File: config.mk
export PLATFORM = sky130hd
export DESIGN_NAME = ucg_top
export DESIGN_NICKNAME = d
export VERILOG_FILES = /design/src/ucg_pkg.sv /design/src/ucg_top.sv
export SDC_FILE = /design/constraint.sdc
export NUM_CORES = 1
export LEC_CHECK = 0
export ABC_AREA = 1
export ABC_CLOCK_PERIOD_IN_PS = 4700
export BUFFER_PORTS_ARGS = -buffer_cell sky130_fd_sc_hd__buf_2
export CAP_MARGIN = 5
export CORE_ASPECT_RATIO = 1.75
export CORE_MARGIN = 3
export CORE_UTILIZATION = 61
export CTS_CLUSTER_SIZE = 40
export DETAILED_ROUTE_END_ITERATION = 10
export HOLD_SLACK_MARGIN = 0.03
export PLACE_DENSITY = 0.87
export SLEW_MARGIN = 20
export SYNTH_ARGS = -nofsm -noshare
export SYNTH_HDL_FRONTEND = slang
export SYNTH_SLANG_ARGS = --single-unit
export TNS_END_PERCENT = 100
File: constraint.sdc
create_clock -name hclk -period 4.7 [get_ports hclk]
set_clock_uncertainty 0.2 [all_clocks]
set_input_delay 0.94 -clock hclk [delete_from_list [all_inputs] [get_ports hclk]]
set_output_delay 0.94 -clock hclk [all_outputs]
set_load 0.01 [all_outputs]
File: src/ucg_pkg.sv
// Operation
// - separate receive and transmit paths, full duplex
// - five to nine data bits, one/two stops
// - hardware parity generate and check
// - flag framing, overrun and parity errors
// - low-pass filter line, reject false starts
// - interrupts: transmit complete, buffer empty, receive complete
// - transmit buffer allows back-to-back frames
// - receiver recovers timing from asynchronous data
// - four clock modes supported
// - mode bit selects synchronous or asynchronous
// - speed bit enables double-speed asynchronous
// - clock pin direction picks master or slave
// - down counter reloads at zero, low write
// - one pulse per zero, rate over divider+1
// - bit rate divides by 16, 8, 2
// - divider is high and low registers joined
// - doubling only asynchronous, transmitter bit timing halved too
// - slave clock synchronised, two-cycle delay, below quarter
// - polarity picks change and sample edges
package ucg_pkg;

  // ==========================================================
  // register byte offsets
  localparam logic [4:0] A_DATA = 5'h00;
  localparam logic [4:0] A_CTRL = 5'h04;
  localparam logic [4:0] A_BLO = 5'h08;
  localparam logic [4:0] A_BHI = 5'h0C;
  localparam logic [4:0] A_STAT = 5'h10;
  localparam logic [4:0] A_MASK = 5'h14;

  // ==========================================================
  // control field positions
  localparam int C_RXEN = 0;
  localparam int C_TXEN = 1;
  localparam int C_SYNC = 2;
  localparam int C_DBL = 3;
  localparam int C_CPOL = 4;
  localparam int C_XOUT = 5;
  localparam int C_DB = 6;
  localparam int C_PEN = 10;
  localparam int C_PODD = 9;
  localparam int C_STOP2 = 11;
  localparam logic [11:0] CTRL_RST = 12'h0C0;

  // ==========================================================
  // status field positions
  localparam int S_TXC = 0;
  localparam int S_UDRE = 1;
  localparam int S_RXC = 2;
  localparam int S_FE = 3;
  localparam int S_DOR = 4;
  localparam int S_PE = 5;

  // ==========================================================
  // oversampling counts (last index, mid index), data bit limits
  localparam logic [3:0] OS_LAST_NORM = 4'hF;
  localparam logic [3:0] OS_LAST_DBL = 4'h7;
  localparam logic [3:0] OS_MID_NORM = 4'h7;
  localparam logic [3:0] OS_MID_DBL = 4'h3;
  localparam logic [3:0] DB_MIN = 4'h5;
  localparam logic [3:0] DB_MAX = 4'h9;

  // ==========================================================
  // frame phases
  typedef enum logic [2:0] {
    PH_IDLE = 3'h0,
    PH_START = 3'h1,
    PH_DATA = 3'h2,
    PH_PAR = 3'h3,
    PH_STOP1 = 3'h4,
    PH_STOP2 = 3'h5
  } ucg_ph_e;

  // whole block state
  typedef struct packed {
    logic [11:0] ctrl;
    logic [7:0] div_lo;
    logic [3:0] div_hi;
    logic [11:0] bcnt;
    logic [5:0] stat;
    logic [5:0] mask;
    logic wr_pend;
    logic [4:0] wr_addr;
    logic [31:0] rdata;
    logic rxd_s1, rxd_s2, xck_s1, xck_s2, xck_d, xck_q;
    logic txd;
    ucg_ph_e tx_ph;
    logic [8:0] tbuf;
    logic tbuf_v;
    logic [8:0] tsh;
    logic [3:0] tbit;
    logic tpar;
    logic [3:0] tdiv;
    ucg_ph_e rx_ph;
    logic [2:0] filt;
    logic [3:0] rdiv;
    logic [3:0] rbit;
    logic [8:0] rsh;
    logic rpar;
    logic [8:0] rdat;
    logic rdat_v;
  } ucg_st_s;

  localparam ucg_st_s ST_RST = '{ctrl: CTRL_RST, txd: 1'b1, tx_ph: PH_IDLE, rx_ph: PH_IDLE,
    filt: 3'h7, rxd_s1: 1'b1, rxd_s2: 1'b1, default: '0};

endpackage

File: src/ucg_top.sv
`timescale 1ns/1ps
module ucg_top (
  // clock and reset
  input wire logic hclk,
  input wire logic hresetn,
  // ahb-lite slave
  input wire logic hsel,
  input wire logic [31:0] haddr,
  input wire logic [1:0] htrans,
  input wire logic hwrite,
  input wire logic [2:0] hsize,
  input wire logic [31:0] hwdata,
  input wire logic hready,
  output logic hreadyout,
  output logic hresp,
  output logic [31:0] hrdata,
  // serial pins
  input wire logic rxd_i,
  output logic txd_o,
  input wire logic xck_i,
  output logic xck_o,
  output logic xck_oe,
  // interrupt
  output logic irq
);

  // ==========================================================
  // helpers
  // majority of three filter taps
  function automatic logic maj3(input logic [2:0] v);
    maj3 = (v[0] & v[1]) | (v[0] & v[2]) | (v[1] & v[2]);
  endfunction

  // data bit count from the size field, clamped
  function automatic logic [3:0] nbits(input logic [2:0] c);
    logic [3:0] s;
    s = {1'b0, c} + ucg_pkg::DB_MIN;
    nbits = (s > ucg_pkg::DB_MAX) ? ucg_pkg::DB_MAX : s;
  endfunction

  // ==========================================================
  // state
  ucg_pkg::ucg_st_s st_r; // all flops
  ucg_pkg::ucg_st_s st_nxt; // next value
  logic sync; // synchronous mode
  logic master; // driving the clock pin
  logic dbl; // double speed in effect
  logic tick; // baud generator pulse
  logic lo_wr; // low divider write this cycle
  logic rise, fall; // serial clock edges
  logic drv, smp; // change and sample edges
  logic [3:0] os_last, os_mid; // oversample points
  logic [3:0] nb; // data bits per frame
  logic pen, podd; // parity enable, odd
  logic tadv; // transmitter bit boundary
  logic tload; // move buffer into shifter
  logic rs; // receiver sample point
  logic rbv; // receiver bit value
  logic aph; // valid address phase
  logic [5:0] set_v, clr_v; // status set and clear

  // ==========================================================
  // next-state logic
  always_comb begin
    st_nxt = st_r;
    set_v = '0;
    clr_v = '0;
    tload = 1'b0;
    // mode decode
    sync = st_r.ctrl[ucg_pkg::C_SYNC];
    master = sync & st_r.ctrl[ucg_pkg::C_XOUT];
    // doubling is ignored in synchronous mode
    dbl = st_r.ctrl[ucg_pkg::C_DBL] & ~sync;
    os_last = dbl ? ucg_pkg::OS_LAST_DBL : ucg_pkg::OS_LAST_NORM;
    os_mid = dbl ? ucg_pkg::OS_MID_DBL : ucg_pkg::OS_MID_NORM;
    nb = nbits(st_r.ctrl[ucg_pkg::C_DB +: 3]);
    pen = st_r.ctrl[ucg_pkg::C_PEN];
    podd = st_r.ctrl[ucg_pkg::C_PODD];
    lo_wr = st_r.wr_pend && (st_r.wr_addr == ucg_pkg::A_BLO);

    // pin synchronisers, second stage feeds all logic
    st_nxt.rxd_s1 = rxd_i;
    st_nxt.rxd_s2 = st_r.rxd_s1;
    st_nxt.xck_s1 = xck_i;
    st_nxt.xck_s2 = st_r.xck_s1;
    st_nxt.xck_d = st_r.xck_s2;

    // baud down counter on the system clock
    tick = (st_r.bcnt == 12'h000);
    if (tick) begin
      st_nxt.bcnt = {st_r.div_hi, st_r.div_lo};
    end else begin
      st_nxt.bcnt = st_r.bcnt - 12'h001;
    end

    // serial clock: toggle per pulse as master, else edges of the pin
    if (master) begin
      if (tick) begin
        st_nxt.xck_q = ~st_r.xck_q;
      end
      rise = tick & ~st_r.xck_q;
      fall = tick & st_r.xck_q;
    end else begin
      // two flops of delay before the edge is seen
      rise = st_r.xck_s2 & ~st_r.xck_d;
      fall = ~st_r.xck_s2 & st_r.xck_d;
    end
    // polarity one: change on falling, sample on rising
    drv = st_r.ctrl[ucg_pkg::C_CPOL] ? fall : rise;
    smp = st_r.ctrl[ucg_pkg::C_CPOL] ? rise : fall;

    // ==========================================================
    // bus address phase: reads answer from a flop next cycle
    aph = hsel && htrans[1] && hready && (hsize == 3'h2);
    st_nxt.wr_pend = aph && hwrite;
    st_nxt.wr_addr = haddr[4:0];
    if (aph && !hwrite) begin
      unique case (haddr[4:0])
        ucg_pkg::A_DATA: begin
          st_nxt.rdata = {23'h0, st_r.rdat};
          st_nxt.rdat_v = 1'b0; // reading pops the word
        end
        ucg_pkg::A_CTRL: st_nxt.rdata = {20'h0, st_r.ctrl};
        ucg_pkg::A_BLO: st_nxt.rdata = {24'h0, st_r.div_lo};
        ucg_pkg::A_BHI: st_nxt.rdata = {28'h0, st_r.div_hi};
        ucg_pkg::A_STAT: st_nxt.rdata = {24'h0, st_r.rdat_v, ~st_r.tbuf_v, st_r.stat};
        ucg_pkg::A_MASK: st_nxt.rdata = {26'h0, st_r.mask};
        default: st_nxt.rdata = 32'h0000_0000; // unmapped reads zero
      endcase
    end

    // bus data phase writes
    if (st_r.wr_pend) begin
      unique case (st_r.wr_addr)
        ucg_pkg::A_DATA: begin
          // a write into a full buffer is dropped
          if (!st_r.tbuf_v) begin
            st_nxt.tbuf = hwdata[8:0];
            st_nxt.tbuf_v = 1'b1;
          end
        end
        ucg_pkg::A_CTRL: st_nxt.ctrl = hwdata[11:0];
        ucg_pkg::A_BLO: begin
          st_nxt.div_lo = hwdata[7:0];
          st_nxt.bcnt = {st_r.div_hi, hwdata[7:0]};
        end
        ucg_pkg::A_BHI: st_nxt.div_hi = hwdata[3:0];
        ucg_pkg::A_STAT: clr_v = hwdata[5:0];
        ucg_pkg::A_MASK: st_nxt.mask = hwdata[5:0];
        default: ; // unmapped writes ignored
      endcase
    end

    // ==========================================================
    // transmitter, own shifter and timing
    if (!sync && tick) begin
      st_nxt.tdiv = (st_r.tdiv == os_last) ? 4'h0 : st_r.tdiv + 4'h1;
    end
    tadv = sync ? drv : (tick && (st_r.tdiv == os_last));
    unique case (st_r.tx_ph)
      ucg_pkg::PH_IDLE: begin
        tload = tadv && st_r.tbuf_v && st_r.ctrl[ucg_pkg::C_TXEN];
      end
      ucg_pkg::PH_START: begin
        if (tadv) begin
          st_nxt.txd = st_r.tsh[0];
          st_nxt.tbit = 4'h0;
          st_nxt.tx_ph = ucg_pkg::PH_DATA;
        end
      end
      ucg_pkg::PH_DATA: begin
        if (tadv) begin
          if (st_r.tbit == nb - 4'h1) begin
            // parity sits between last data bit and stop
            st_nxt.txd = pen ? st_r.tpar : 1'b1;
            st_nxt.tx_ph = pen ? ucg_pkg::PH_PAR : ucg_pkg::PH_STOP1;
          end else begin
            st_nxt.tsh = {1'b0, st_r.tsh[8:1]};
            st_nxt.txd = st_r.tsh[1];
            st_nxt.tbit = st_r.tbit + 4'h1;
          end
        end
      end
      ucg_pkg::PH_PAR: begin
        if (tadv) begin
          st_nxt.txd = 1'b1;
          st_nxt.tx_ph = ucg_pkg::PH_STOP1;
        end
      end
      ucg_pkg::PH_STOP1, ucg_pkg::PH_STOP2: begin
        if (tadv) begin
          if (st_r.tx_ph == ucg_pkg::PH_STOP1 && st_r.ctrl[ucg_pkg::C_STOP2]) begin
            st_nxt.tx_ph = ucg_pkg::PH_STOP2;
          end else if (st_r.tbuf_v && st_r.ctrl[ucg_pkg::C_TXEN]) begin
            tload = 1'b1; // next start follows the stop directly
          end else begin
            st_nxt.tx_ph = ucg_pkg::PH_IDLE;
            set_v[ucg_pkg::S_TXC] = 1'b1;
          end
        end
      end
      default: st_nxt.tx_ph = ucg_pkg::PH_IDLE; // illegal code recovery
    endcase
    if (tload) begin
      st_nxt.tsh = st_r.tbuf;
      st_nxt.tpar = ^(st_r.tbuf & (9'h1FF >> (4'd9 - nb))) ^ podd;
      st_nxt.tbuf_v = 1'b0;
      st_nxt.txd = 1'b0;
      st_nxt.tx_ph = ucg_pkg::PH_START;
      set_v[ucg_pkg::S_UDRE] = 1'b1;
    end

    // ==========================================================
    // receiver: filter, start check, mid-bit sampling
    if (!sync && tick) begin
      st_nxt.filt = {st_r.filt[1:0], st_r.rxd_s2};
      st_nxt.rdiv = st_r.rdiv + 4'h1;
    end
    rbv = sync ? st_r.rxd_s2 : maj3(st_r.filt);
    // sample point counted from the start edge, which resyncs timing
    rs = sync ? smp : (tick && (st_r.rdiv ==
      ((st_r.rx_ph == ucg_pkg::PH_START) ? os_mid : os_last)));
    if (!sync && rs) begin
      st_nxt.rdiv = 4'h0;
    end
    unique case (st_r.rx_ph)
      ucg_pkg::PH_IDLE: begin
        if (sync) begin
          if (smp && !rbv) begin
            st_nxt.rx_ph = ucg_pkg::PH_DATA;
            st_nxt.rbit = 4'h0;
            st_nxt.rpar = 1'b0;
          end
        end else if (tick && !rbv) begin
          st_nxt.rx_ph = ucg_pkg::PH_START;
          st_nxt.rdiv = 4'h0;
        end
      end
      ucg_pkg::PH_START: begin
        if (rs) begin
          if (rbv) begin
            st_nxt.rx_ph = ucg_pkg::PH_IDLE; // false start
          end else begin
            st_nxt.rx_ph = ucg_pkg::PH_DATA;
            st_nxt.rbit = 4'h0;
            st_nxt.rpar = 1'b0;
          end
        end
      end
      ucg_pkg::PH_DATA: begin
        if (rs) begin
          st_nxt.rsh = {rbv, st_r.rsh[8:1]};
          st_nxt.rpar = st_r.rpar ^ rbv;
          if (st_r.rbit == nb - 4'h1) begin
            st_nxt.rx_ph = pen ? ucg_pkg::PH_PAR : ucg_pkg::PH_STOP1;
          end else begin
            st_nxt.rbit = st_r.rbit + 4'h1;
          end
        end
      end
      ucg_pkg::PH_PAR: begin
        if (rs) begin
          // rpar now holds one on mismatch
          st_nxt.rpar = st_r.rpar ^ rbv ^ podd;
          st_nxt.rx_ph = ucg_pkg::PH_STOP1;
        end
      end
      ucg_pkg::PH_STOP1: begin
        if (rs) begin
          // only the first stop bit is checked
          st_nxt.rx_ph = ucg_pkg::PH_IDLE;
          set_v[ucg_pkg::S_FE] = ~rbv;
          if (st_nxt.rdat_v) begin
            set_v[ucg_pkg::S_DOR] = 1'b1; // unread word kept
          end else begin
            st_nxt.rdat = st_r.rsh >> (4'd9 - nb);
            st_nxt.rdat_v = 1'b1;
            set_v[ucg_pkg::S_RXC] = 1'b1;
            set_v[ucg_pkg::S_PE] = pen & st_r.rpar;
          end
        end
      end
      default: st_nxt.rx_ph = ucg_pkg::PH_IDLE; // illegal code recovery
    endcase
    if (!st_r.ctrl[ucg_pkg::C_RXEN]) begin
      st_nxt.rx_ph = ucg_pkg::PH_IDLE;
    end

    // sticky status, set wins over clear
    st_nxt.stat = (st_r.stat & ~clr_v) | set_v;
  end

  // ==========================================================
  // state register
  always_ff @(posedge hclk or negedge hresetn) begin
    if (!hresetn) begin
      st_r <= ucg_pkg::ST_RST;
    end else begin
      st_r <= st_nxt;
    end
  end

  // ==========================================================
  // outputs
  assign hreadyout = 1'b1; // zero wait states
  assign hresp = 1'b0; // always okay
  assign hrdata = st_r.rdata;
  assign txd_o = st_r.txd;
  assign xck_o = st_r.xck_q;
  assign xck_oe = st_r.ctrl[ucg_pkg::C_SYNC] & st_r.ctrl[ucg_pkg::C_XOUT];
  assign irq = |(st_r.stat & st_r.mask);
endmodule

==> impl_metrics.ini, run 1 <==
[status]
outcome = completed

[synth]
ys_ff_latch = 138
syn_inst = 1039
synth_edf_count = 0
avgSynthCellArea_um2 = 7.61
synthFlopType = dfrtp_1
postSynth.asyncResetShare = 1.00
ys_seq_area_frac = 0.438
synthesis.area_um2 = 7910
synth-warning-count = 0
synth.distinct_cells = 49

[route]
wirelength_um = 21000
vias = 7199
drtPass1Iterations = 5
ant_nets = 0
drtIter0Drc = 716
wl_met2_um = 10700
drt-met1-wl_um = 7440
wire_per_inst_um = 16.8
viasPerCell = 5.74
wl_met3_um = 1210
drc = 0
routed.top_layer = met4

[timing]
setup_violations = 0
slew_violations = 0
rsz0062_at_grt = false
worst_pin_slew_ns = 1.00
maxSlewHeadroom = 0.332
setup-tns-final_ns = 0
hold_violations = 0
max_freq_mhz = 304
timing.final.crit_share = 0.700
min_period_ns = 3.29

[clock_network]
cts_made_buffers = 17
clk_path_buf_depth = 2
post-cts-setup-buffers = 0
ctsHoldBuffers = 0
ctsResizeCount = 0
cts.root.buffer_cell = clkbuf_16
cts_sinks = 138
cts_tree = built
clk_pin_slew_worst_paths_ns = 0.06
htree_num_levels = 4
insertion_delay_ns = 0.43

[global_route]
grt_pass1_wl_um = 33900
grt_overflow_total = 0
antenna_found_initial = 0
grt_max_degree = 111
grt_pass1_vias = 7019
grt.total_usage = 0.303

[floorplanning]
coreArea_um2 = 12600
top_level_ports = 114
initial_core_util = 0.629
core.rowCount = 54
die_y_um = 157
die_x_um = 92.1
die-area_um2 = 14400

[placement]
dp_hpwl_um = 15100
routabilityCongestion = 0.911
port_buffers = 43

[critical_path]
cp-start-kind = flip-flop
critPathMaxFanout = 9
required_ns = 4.81
critPathKind = flip-flop to flip-flop
end_kind = flip-flop
cp.arrival_ns = 3.40

[pwr]
power_density_nw_per_um2 = 361
vdd_ir_drop_max_uv = 289
p_leak_uw = 0.00467

[worst_hold_path]
min_path_type = flip-flop to flip-flop

[final_layout]
drive_gt1_frac = 0.117
n_antenna_cell = 0
fin_util = 0.689
final_nets = 1164
area.growth.synth_to_final_pct = 9.51

[flow_run]
cap_violations = 0
-- per-stage QoR --
stage	cells	hold WS, ns	area [µm²]	power (µW)	setup WS [ns]
floorplan	1059	0.131	7980	1690	1.90
global placement	1223	0.133	8090	1810	1.49
detailed placement	1223	0.137	8090	1820	1.45
CTS	1255	0.147	8660	3110	1.43
global route	1255	0.161	8660	3240	1.05
finish	1255	0.145	8660	3120	1.41
-- path summary, 6_finish.rpt --
kind,startpoint,end,slack [ns],cells past startpoint
worst max-delay path,st_r[152],st_r[32],1.41,17
worst min-delay path,st_nxt[68],st_nxt[67],0.14,0
worst max register to register,st_r[152],st_r[32],1.41,17
worst min register to register,st_nxt[68],st_nxt[67],0.14,0
max in group asynchronous,hresetn,st_r[11],3.00,2
min in group asynchronous,hresetn,st_r[108],0.43,1
-- kinds of logic after synthesis --
kind of cell,count (synthesis),share of synthesized area
other,2,0.000950
DFF,138,0.438
and+or+nand+nor,503,0.284
xor gates and xnor gates,23,0.0264
buffers and inverters,187,0.109
adders and majority gates,14,0.0222
AOI/OAI and AO/OA,172,0.120
-- critical path, stage by stage (launching register included) --
cell and delay [ns]:
dfstp_2 0.66, inv_1 0.12, ha_1 0.23, nand3_1 0.10, nand3_2 0.11, nand2_2 0.20, ha_1 0.20, inv_1 0.09
o21bai_1 0.27, nand2_1 0.15, nand2_1 0.08, nand2_1 0.05, nor2_1 0.25, nand3_1 0.14, nand2_2 0.11, nand3_2 0.09
nand2_1 0.08, nand2_1 0.05
-- flip-flops by register name, indices dropped and copies added (netlist names) --
| name | flops |
|---|---|
| xck_o | 1 |
| hrdata | 12 |
| pen | 1 |
| podd | 1 |
| st_r | 119 |
| st_nxt | 3 |
| txd_o | 1 |
-- area by class of cell --
class,count,area [µm²]
Fill cell,1001,3910
Multi-Input combinational cell,734,3660
Sequential cell,138,3460
Inverter,138,520
Clock buffer,18,429
Timing Repair Buffer,45,236
Tap cell,168,210
Clock inverter,14,139
-- synthesized netlist by cell type (4+ instances only) --
cell / n / area share
nand3_2: 4 / 0.0051
xor2_1: 15 / 0.017
o21ai_0: 93 / 0.059
nand4_1: 8 / 0.0063
nand3_1: 81 / 0.051
nor2_2: 5 / 0.0040
o211ai_1: 4 / 0.0038
o21ai_1: 19 / 0.012
nand2_1: 276 / 0.13
nand2_2: 9 / 0.0071
nand3b_1: 9 / 0.0085
dfstp_2: 8 / 0.027
clkbuf_1: 8 / 0.0038
xnor2_1: 7 / 0.0078
dfrtp_1: 130 / 0.41
inv_2: 6 / 0.0028
ha_1: 14 / 0.022
nand2_4: 7 / 0.010
nor3_1: 16 / 0.010
nor2_4: 4 / 0.0057
a21oi_1: 20 / 0.013
o22ai_1: 17 / 0.013
buf_4: 36 / 0.034
inv_1: 131 / 0.062
nor2_1: 72 / 0.034
-- placed cells by master, fill, tap and decap left out, drive strengths merged, types with 5 or more instances in the layout --
cell    instances
nand3          85
conb           22
nor2           81
buf            45
clkinv          6
ha             14
dfstp           8
xnor2           7
clkbuf         18
o22ai          18
nor3           16
dfrtp         130
o21ai         112
inv           144
nand2         292
a21oi          21
nand3b          9
xor2           16
nand4           9
or2             5
-- layer usage --
metal  track usage  vias to the layer above
met2         0.524                      354
met4         0.226                        0
li1              -                     3384
met3        0.0620                      113
met1         0.324                     3348
met5             0                        -
-- power by group --
part	total, µW	internal [µW]	switching [µW]
registers	1320	1250	70.1
clock network	1310	742	567
logic	491	161	330
total	3120	2160	968
(Power assumes the default switching activity.)
==> inputs of run 2 (changes only) <==
--- a/config.mk
+++ b/config.mk
@@ -6,16 +6,16 @@
 export NUM_CORES = 1
 export LEC_CHECK = 0
 export ABC_AREA = 1
-export ABC_CLOCK_PERIOD_IN_PS = 4700
+export ABC_CLOCK_PERIOD_IN_PS = 3040
 export BUFFER_PORTS_ARGS = -buffer_cell sky130_fd_sc_hd__buf_2
 export CAP_MARGIN = 5
 export CORE_ASPECT_RATIO = 1.75
 export CORE_MARGIN = 3
-export CORE_UTILIZATION = 61
+export CORE_UTILIZATION = 58
 export CTS_CLUSTER_SIZE = 40
 export DETAILED_ROUTE_END_ITERATION = 10
 export HOLD_SLACK_MARGIN = 0.03
-export PLACE_DENSITY = 0.87
+export PLACE_DENSITY = 0.84
 export SLEW_MARGIN = 20
 export SYNTH_ARGS = -nofsm -noshare
 export SYNTH_HDL_FRONTEND = slang
==> constraint.sdc (replaced) <==
create_clock -name hclk -period 3.04 [get_ports hclk]
set_clock_uncertainty 0.2 [all_clocks]
set_input_delay 0.608 -clock hclk [delete_from_list [all_inputs] [get_ports hclk]]
set_output_delay 0.608 -clock hclk [all_outputs]
set_load 0.01 [all_outputs]
==> run 2 against run 1 <==
  * Global-route usage down 1.4 points
  * Final area rose by 4.4%
  * Power increased by 60%
  * Non-clock buffer count increased by 30
  * Critical path type unchanged
==> impl_metrics.ini, run 2 (same netlist as run 1, synthesis figures left out) <==
[flow_run]
cap_violations = 0

[placement]
port_buffers = 43
dp_hpwl_um = 15700
dp_slack_ns = 0.0988
routabilityCongestion = 0.900

[route]
ant_nets = 0
viasPerCell = 5.66
vias = 7290
drtIter0Drc = 612
wirelength_um = 21600
drtPass1Iterations = 5
drc = 0
wire_per_inst_um = 16.8

[critical_path]
critPathMaxFanout = 6
worstPathCellList = inv_2, ha_2, nand3_1, nand3_2, nand2_4, ha_2, inv_1, a21oi_2, nand3_2, nand3_1, nand2_1, nand2_2, nand2_4, nand2_4, nand2_4, buf_4, nand2_1, nand3_1
crit_buf_inv = 3
cp_top_family = simple AND/OR/NAND/NOR gates
critPathMostFrequentCell = nand2_4
cp-start-kind = flip-flop
required_ns = 3.14
end_kind = flip-flop
cpPeakStageDelay_ns = 0.63
crit_slowest_cell = dfstp_2
critPathKind = flip-flop to flip-flop
cp.arrival_ns = 2.99

[pwr]
p_total_uw = 5010
p_leak_uw = 0.00486
power_density_nw_per_um2 = 554
vdd_ir_drop_max_uv = 399

[global_route]
grt_pass1_vias = 7064
antenna_found_initial = 0
grt_pass1_wl_um = 34000
grt_max_degree = 69
grt_overflow_total = 0
grt.total_usage = 0.289

[floorplanning]
coreArea_um2 = 13100
top_level_ports = 114
initial_core_util = 0.602
core.rowCount = 55
die_y_um = 160
die-area_um2 = 15100
die_x_um = 94.3

[final_layout]
final_common_cell = nand2_1
drive_gt1_frac = 0.154
final_cell_mix = nand2_1 (273), inv_1 (130), dfrtp_1 (130)
n_antenna_cell = 0
final_nets = 1194
largest_register_ffs = 119
largest-register = st_r
area.growth.synth_to_final_pct = 14.4

[clock_network]
cts_made_buffers = 17
insertion_delay_ns = 0.43
clk_pin_slew_worst_paths_ns = 0.06
clk_path_buf_depth = 2
cts_tree = built
cts_sinks = 138
htree_num_levels = 4
cts.root.buffer_cell = clkbuf_16

[timing]
worst_pin_slew_ns = 0.861
hold_violations = 0
maxSlewHeadroom = 0.425
timing.final.crit_share = 0.949
setup_violations = 0
max_freq_mhz = 346
holdWs_ns = 0.0740
slew_violations = 0
rsz0062_at_grt = true
min_period_ns = 2.89
worst_slack_ns = 0.154

[status]
outcome = completed

[worst_hold_path]
min_path_type = primary input to flip-flop
## run 2: cell count changes in the layout (fill, tap and decap cells not counted), moves of 3 or more
cell,previous run,this run
ha_1,14,10
nand2_1,276,273
buf_4,2,27
inv_6,3,7
clkinv_4,3,0
nor2_1,72,69
nor2_2,5,8
## run 2: metal layers
metal,vias to the layer above,part of all wire,track usage,wire length [µm]
li1,3429,-,-,-
met1,3426,0.35,0.307,7590
met2,329,0.52,0.506,11200
met3,106,0.056,0.0497,1220
met4,0,0.072,0.197,1560
met5,-,0,0,0
## run 2: cell type report
class	instances	area (µm²)
Fill cell	1029	4100
Inverter	138	520
Clock inverter	14	171
Timing Repair Buffer	75	497
Sequential cell	138	3460
Tap cell	171	214
Clock buffer	18	439
Multi-Input combinational cell	734	3740
## run 2: what timing repair did
item / 4_1_cts / 5_1_grt
setup endpoints to repair: 0 / 24
hold buffers: 1 / 0
endpoints found under the hold margin: 50 / 0
gates resized for setup: 0 / 24
setup buffers: 0 / 11
## run 2: through the flow
step,area (µm²),TNS [ns],utilization,std cells
after floorplan,7980,0,-,1059
after global placement,8260,0,0.628,1244
after detailed placement,8260,0,0.628,1244
after CTS,8880,0,0.675,1277
after global routing,9040,-0.245,0.688,1288
final,9040,0,0.688,1288
## run 2: power by group
| group | total [µW] | switching [µW] | internal [µW] |
|---|---|---|---|
| Clock | 2180 | 909 | 1270 |
| Combinational | 787 | 522 | 265 |
| Sequential | 2050 | 111 | 1940 |
## run 2: path summary, 6_finish.rpt
| kind | slack [ns] | startpoint | depth (start not counted) | to |
|---|---|---|---|---|
| min | 0.07 | rxd_i | 1 | st_nxt[70] |
| min in group asynchronous | 0.55 | hresetn | 2 | st_r[32] |
| min reg2reg | 0.15 | st_nxt[68] | 0 | st_nxt[67] |
| max reg2reg | 0.15 | st_r[152] | 18 | st_r[44] |
| max in group asynchronous | 1.43 | hresetn | 3 | st_r[58] |
| max | 0.15 | st_r[152] | 18 | st_r[44] |
==> inputs of run 3 (changes only) <==
--- a/config.mk
+++ b/config.mk
@@ -6,7 +6,7 @@
 export NUM_CORES = 1
 export LEC_CHECK = 0
 export ABC_AREA = 1
-export ABC_CLOCK_PERIOD_IN_PS = 3040
+export ABC_CLOCK_PERIOD_IN_PS = 2810
 export BUFFER_PORTS_ARGS = -buffer_cell sky130_fd_sc_hd__buf_2
 export CAP_MARGIN = 5
 export CORE_ASPECT_RATIO = 1.75
@@ -15,7 +15,7 @@
 export CTS_CLUSTER_SIZE = 40
 export DETAILED_ROUTE_END_ITERATION = 10
 export HOLD_SLACK_MARGIN = 0.03
-export PLACE_DENSITY = 0.84
+export PLACE_DENSITY_LB_ADDON = 0.1
 export SLEW_MARGIN = 20
 export SYNTH_ARGS = -nofsm -noshare
 export SYNTH_HDL_FRONTEND = slang
==> constraint.sdc (replaced) <==
create_clock -name hclk -period 2.81 [get_ports hclk]
set_clock_uncertainty 0.2 [all_clocks]
set_input_delay 0.562 -clock hclk [delete_from_list [all_inputs] [get_ports hclk]]
set_output_delay 0.562 -clock hclk [all_outputs]
set_load 0.01 [all_outputs]
==> run 3 against run 2 <==
  * Final area rose by 2.6%
  * Critical endpoint is now st_r[47]
  * Utilization up 1.8 points
  * Flip-flop and latch count unchanged
  * Largest power group unchanged
  * Fmax grew 3.2%
  * Worst setup slack got worse by 0.14 ns
==> impl_metrics.ini, run 3 (same netlist as run 1, synthesis figures left out) <==
[status]
outcome = completed

[timing]
rsz0062_at_grt = true
slew_violations = 0
hold_violations = 0
setup_violations = 0
max_freq_mhz = 358
worst_pin_slew_ns = 0.828
min_period_ns = 2.80
maxSlewHeadroom = 0.447
timing.final.crit_share = 0.995
holdWs_ns = 0.0358
worst_slack_ns = 0.0139

[clock_network]
clk_path_buf_depth = 2
cts_sinks = 138
insertion_delay_ns = 0.42
cts.root.buffer_cell = clkbuf_16
htree_num_levels = 4
clk_pin_slew_worst_paths_ns = 0.06
cts_tree = built
cts_made_buffers = 17

[route]
viasPerCell = 5.46
drtPass1Iterations = 5
wire_per_inst_um = 16.6
vias = 7090
wirelength_um = 21600
drtIter0Drc = 341
ant_nets = 0
drc = 0

[floorplanning]
die-area_um2 = 15100
die_y_um = 160
top_level_ports = 114
die_x_um = 94.3
coreArea_um2 = 13100
initial_core_util = 0.602
core.rowCount = 55

[final_layout]
largest-register = st_r
seq_area_um2 = 3460
final_nets = 1206
fill_cells = 1115
final_cell_mix = nand2_1 (268), dfrtp_1 (130), inv_1 (125)
area.growth.synth_to_final_pct = 17.3
drive_gt1_frac = 0.184
multi_input_area_um2 = 3900
largest_register_ffs = 119
final_cells = 1299
final_common_cell = nand2_1
n_antenna_cell = 0

[worst_hold_path]
min_path_type = primary input to flip-flop
hold_path_end = st_nxt[70]
hold_depth = 1
hold_start = rxd_i

[critical_path]
critPathKind = flip-flop to flip-flop
cpPeakStageDelay_ns = 0.61
crit_slowest_cell = dfstp_2
critPathMostFrequentCell = nand3_2
r2r_start = st_r[152]
r2r_slack_ns = 0.01
cp-start-kind = flip-flop
critPathMaxFanout = 6
r2r-end = st_r[47]
crit_buf_inv = 3
r2r_cells = 17
required_ns = 2.96
end_kind = flip-flop
worstPathCellList = inv_2, ha_4, nand3_2, nand3_2, nand2_4, ha_4, inv_2, a21oi_2, nand3_2, nand3_2, nand2_1, nand2_4, nand2_4, buf_4, nor2_4, nand3_2, nand3_1
cp_top_family = simple AND/OR/NAND/NOR gates
cp.arrival_ns = 2.95

[global_route]
grt_pass1_vias = 6753
antenna_found_initial = 0
grt.total_usage = 0.285
grt_overflow_total = 0
grt_pass1_wl_um = 33400
grt_max_degree = 60

[pwr]
p_total_uw = 5390
power_density_nw_per_um2 = 581
p_leak_uw = 0.00488
vdd_ir_drop_max_uv = 416

[placement]
port_buffers = 43
placedCellCount = 1260
dp_slack_ns = -0.0785
dp_hpwl_um = 15600
routabilityCongestion = 0.969

[flow_run]
cap_violations = 0
## run 3: changes by cell type in the layout (fill, tap and decap cells not counted), sizes merged
cell / change
buf: +11
inv: -11
clkinv: +3
clkinvlp: +3
bufinv: +1
clkbuf: +3
nand2: +1
## run 3: timing repair
action | 4_1_cts | 5_1_grt
pin swaps | 0 | 20
hold endpoints to repair | 50 | 0
resized for setup | 7 | 53
cloned | 0 | 1
setup endpoints to repair | 22 | 24
hold buffers | 1 | 0
buffers inserted | 0 | 6
## run 3: worst max path at each step
| stage | startpoint | end | slack (ns) | cells after the start |
|---|---|---|---|---|
| after floorplan | st_r[152] | st_r[38] | 0.008 | 14 |
| after global placement | st_r[152] | st_r[62] | -0.03 | 16 |
| after detailed placement | st_r[152] | st_r[62] | -0.08 | 16 |
| after CTS | st_r[152] | st_r[38] | 0.01 | 14 |
| after global routing | st_r[153] | st_r[38] | -0.14 | 18 |
| final | st_r[152] | st_r[47] | 0.01 | 17 |
## run 3: where the power goes
part           leakage [µW]  internal, µW  switching [µW]
sequential          0.00164          2100             119
combinational       0.00296           299             585
clock              0.000285          1440             849
total               0.00488          3840            1550
## run 3: layout make-up
| type | count | share of cell area |
|---|---|---|
| timing repair buffer | 86 | 0.0619 |
| clock buffer | 21 | 0.0496 |
| tap | 171 | 0.0231 |
| sequential | 138 | 0.373 |
| inverter | 138 | 0.0564 |
| multi-input combinational | 735 | 0.420 |
| clock inverter | 10 | 0.0155 |
## run 3: through the flow
| step | setup TNS, ns | utilization | area, µm² |
|---|---|---|---|
| 3_5_place_dp | -0.605 | 0.636 | 8360 |
| 6_report | 0 | 0.706 | 9280 |
| 4_1_cts | 0 | 0.685 | 9000 |
| 5_1_grt | -1.09 | 0.706 | 9280 |
| 3_3_place_gp | -0.0552 | 0.636 | 8360 |
| 2_1_floorplan | 0 | - | 7980 |
## run 3: routing by layer
layer	wire length, µm	track usage	up-vias
met5	0	0	-
met3	803	0.0464	75
met4	1140	0.144	0
li1	-	-	3463
met1	8030	0.315	3340
met2	11600	0.515	212
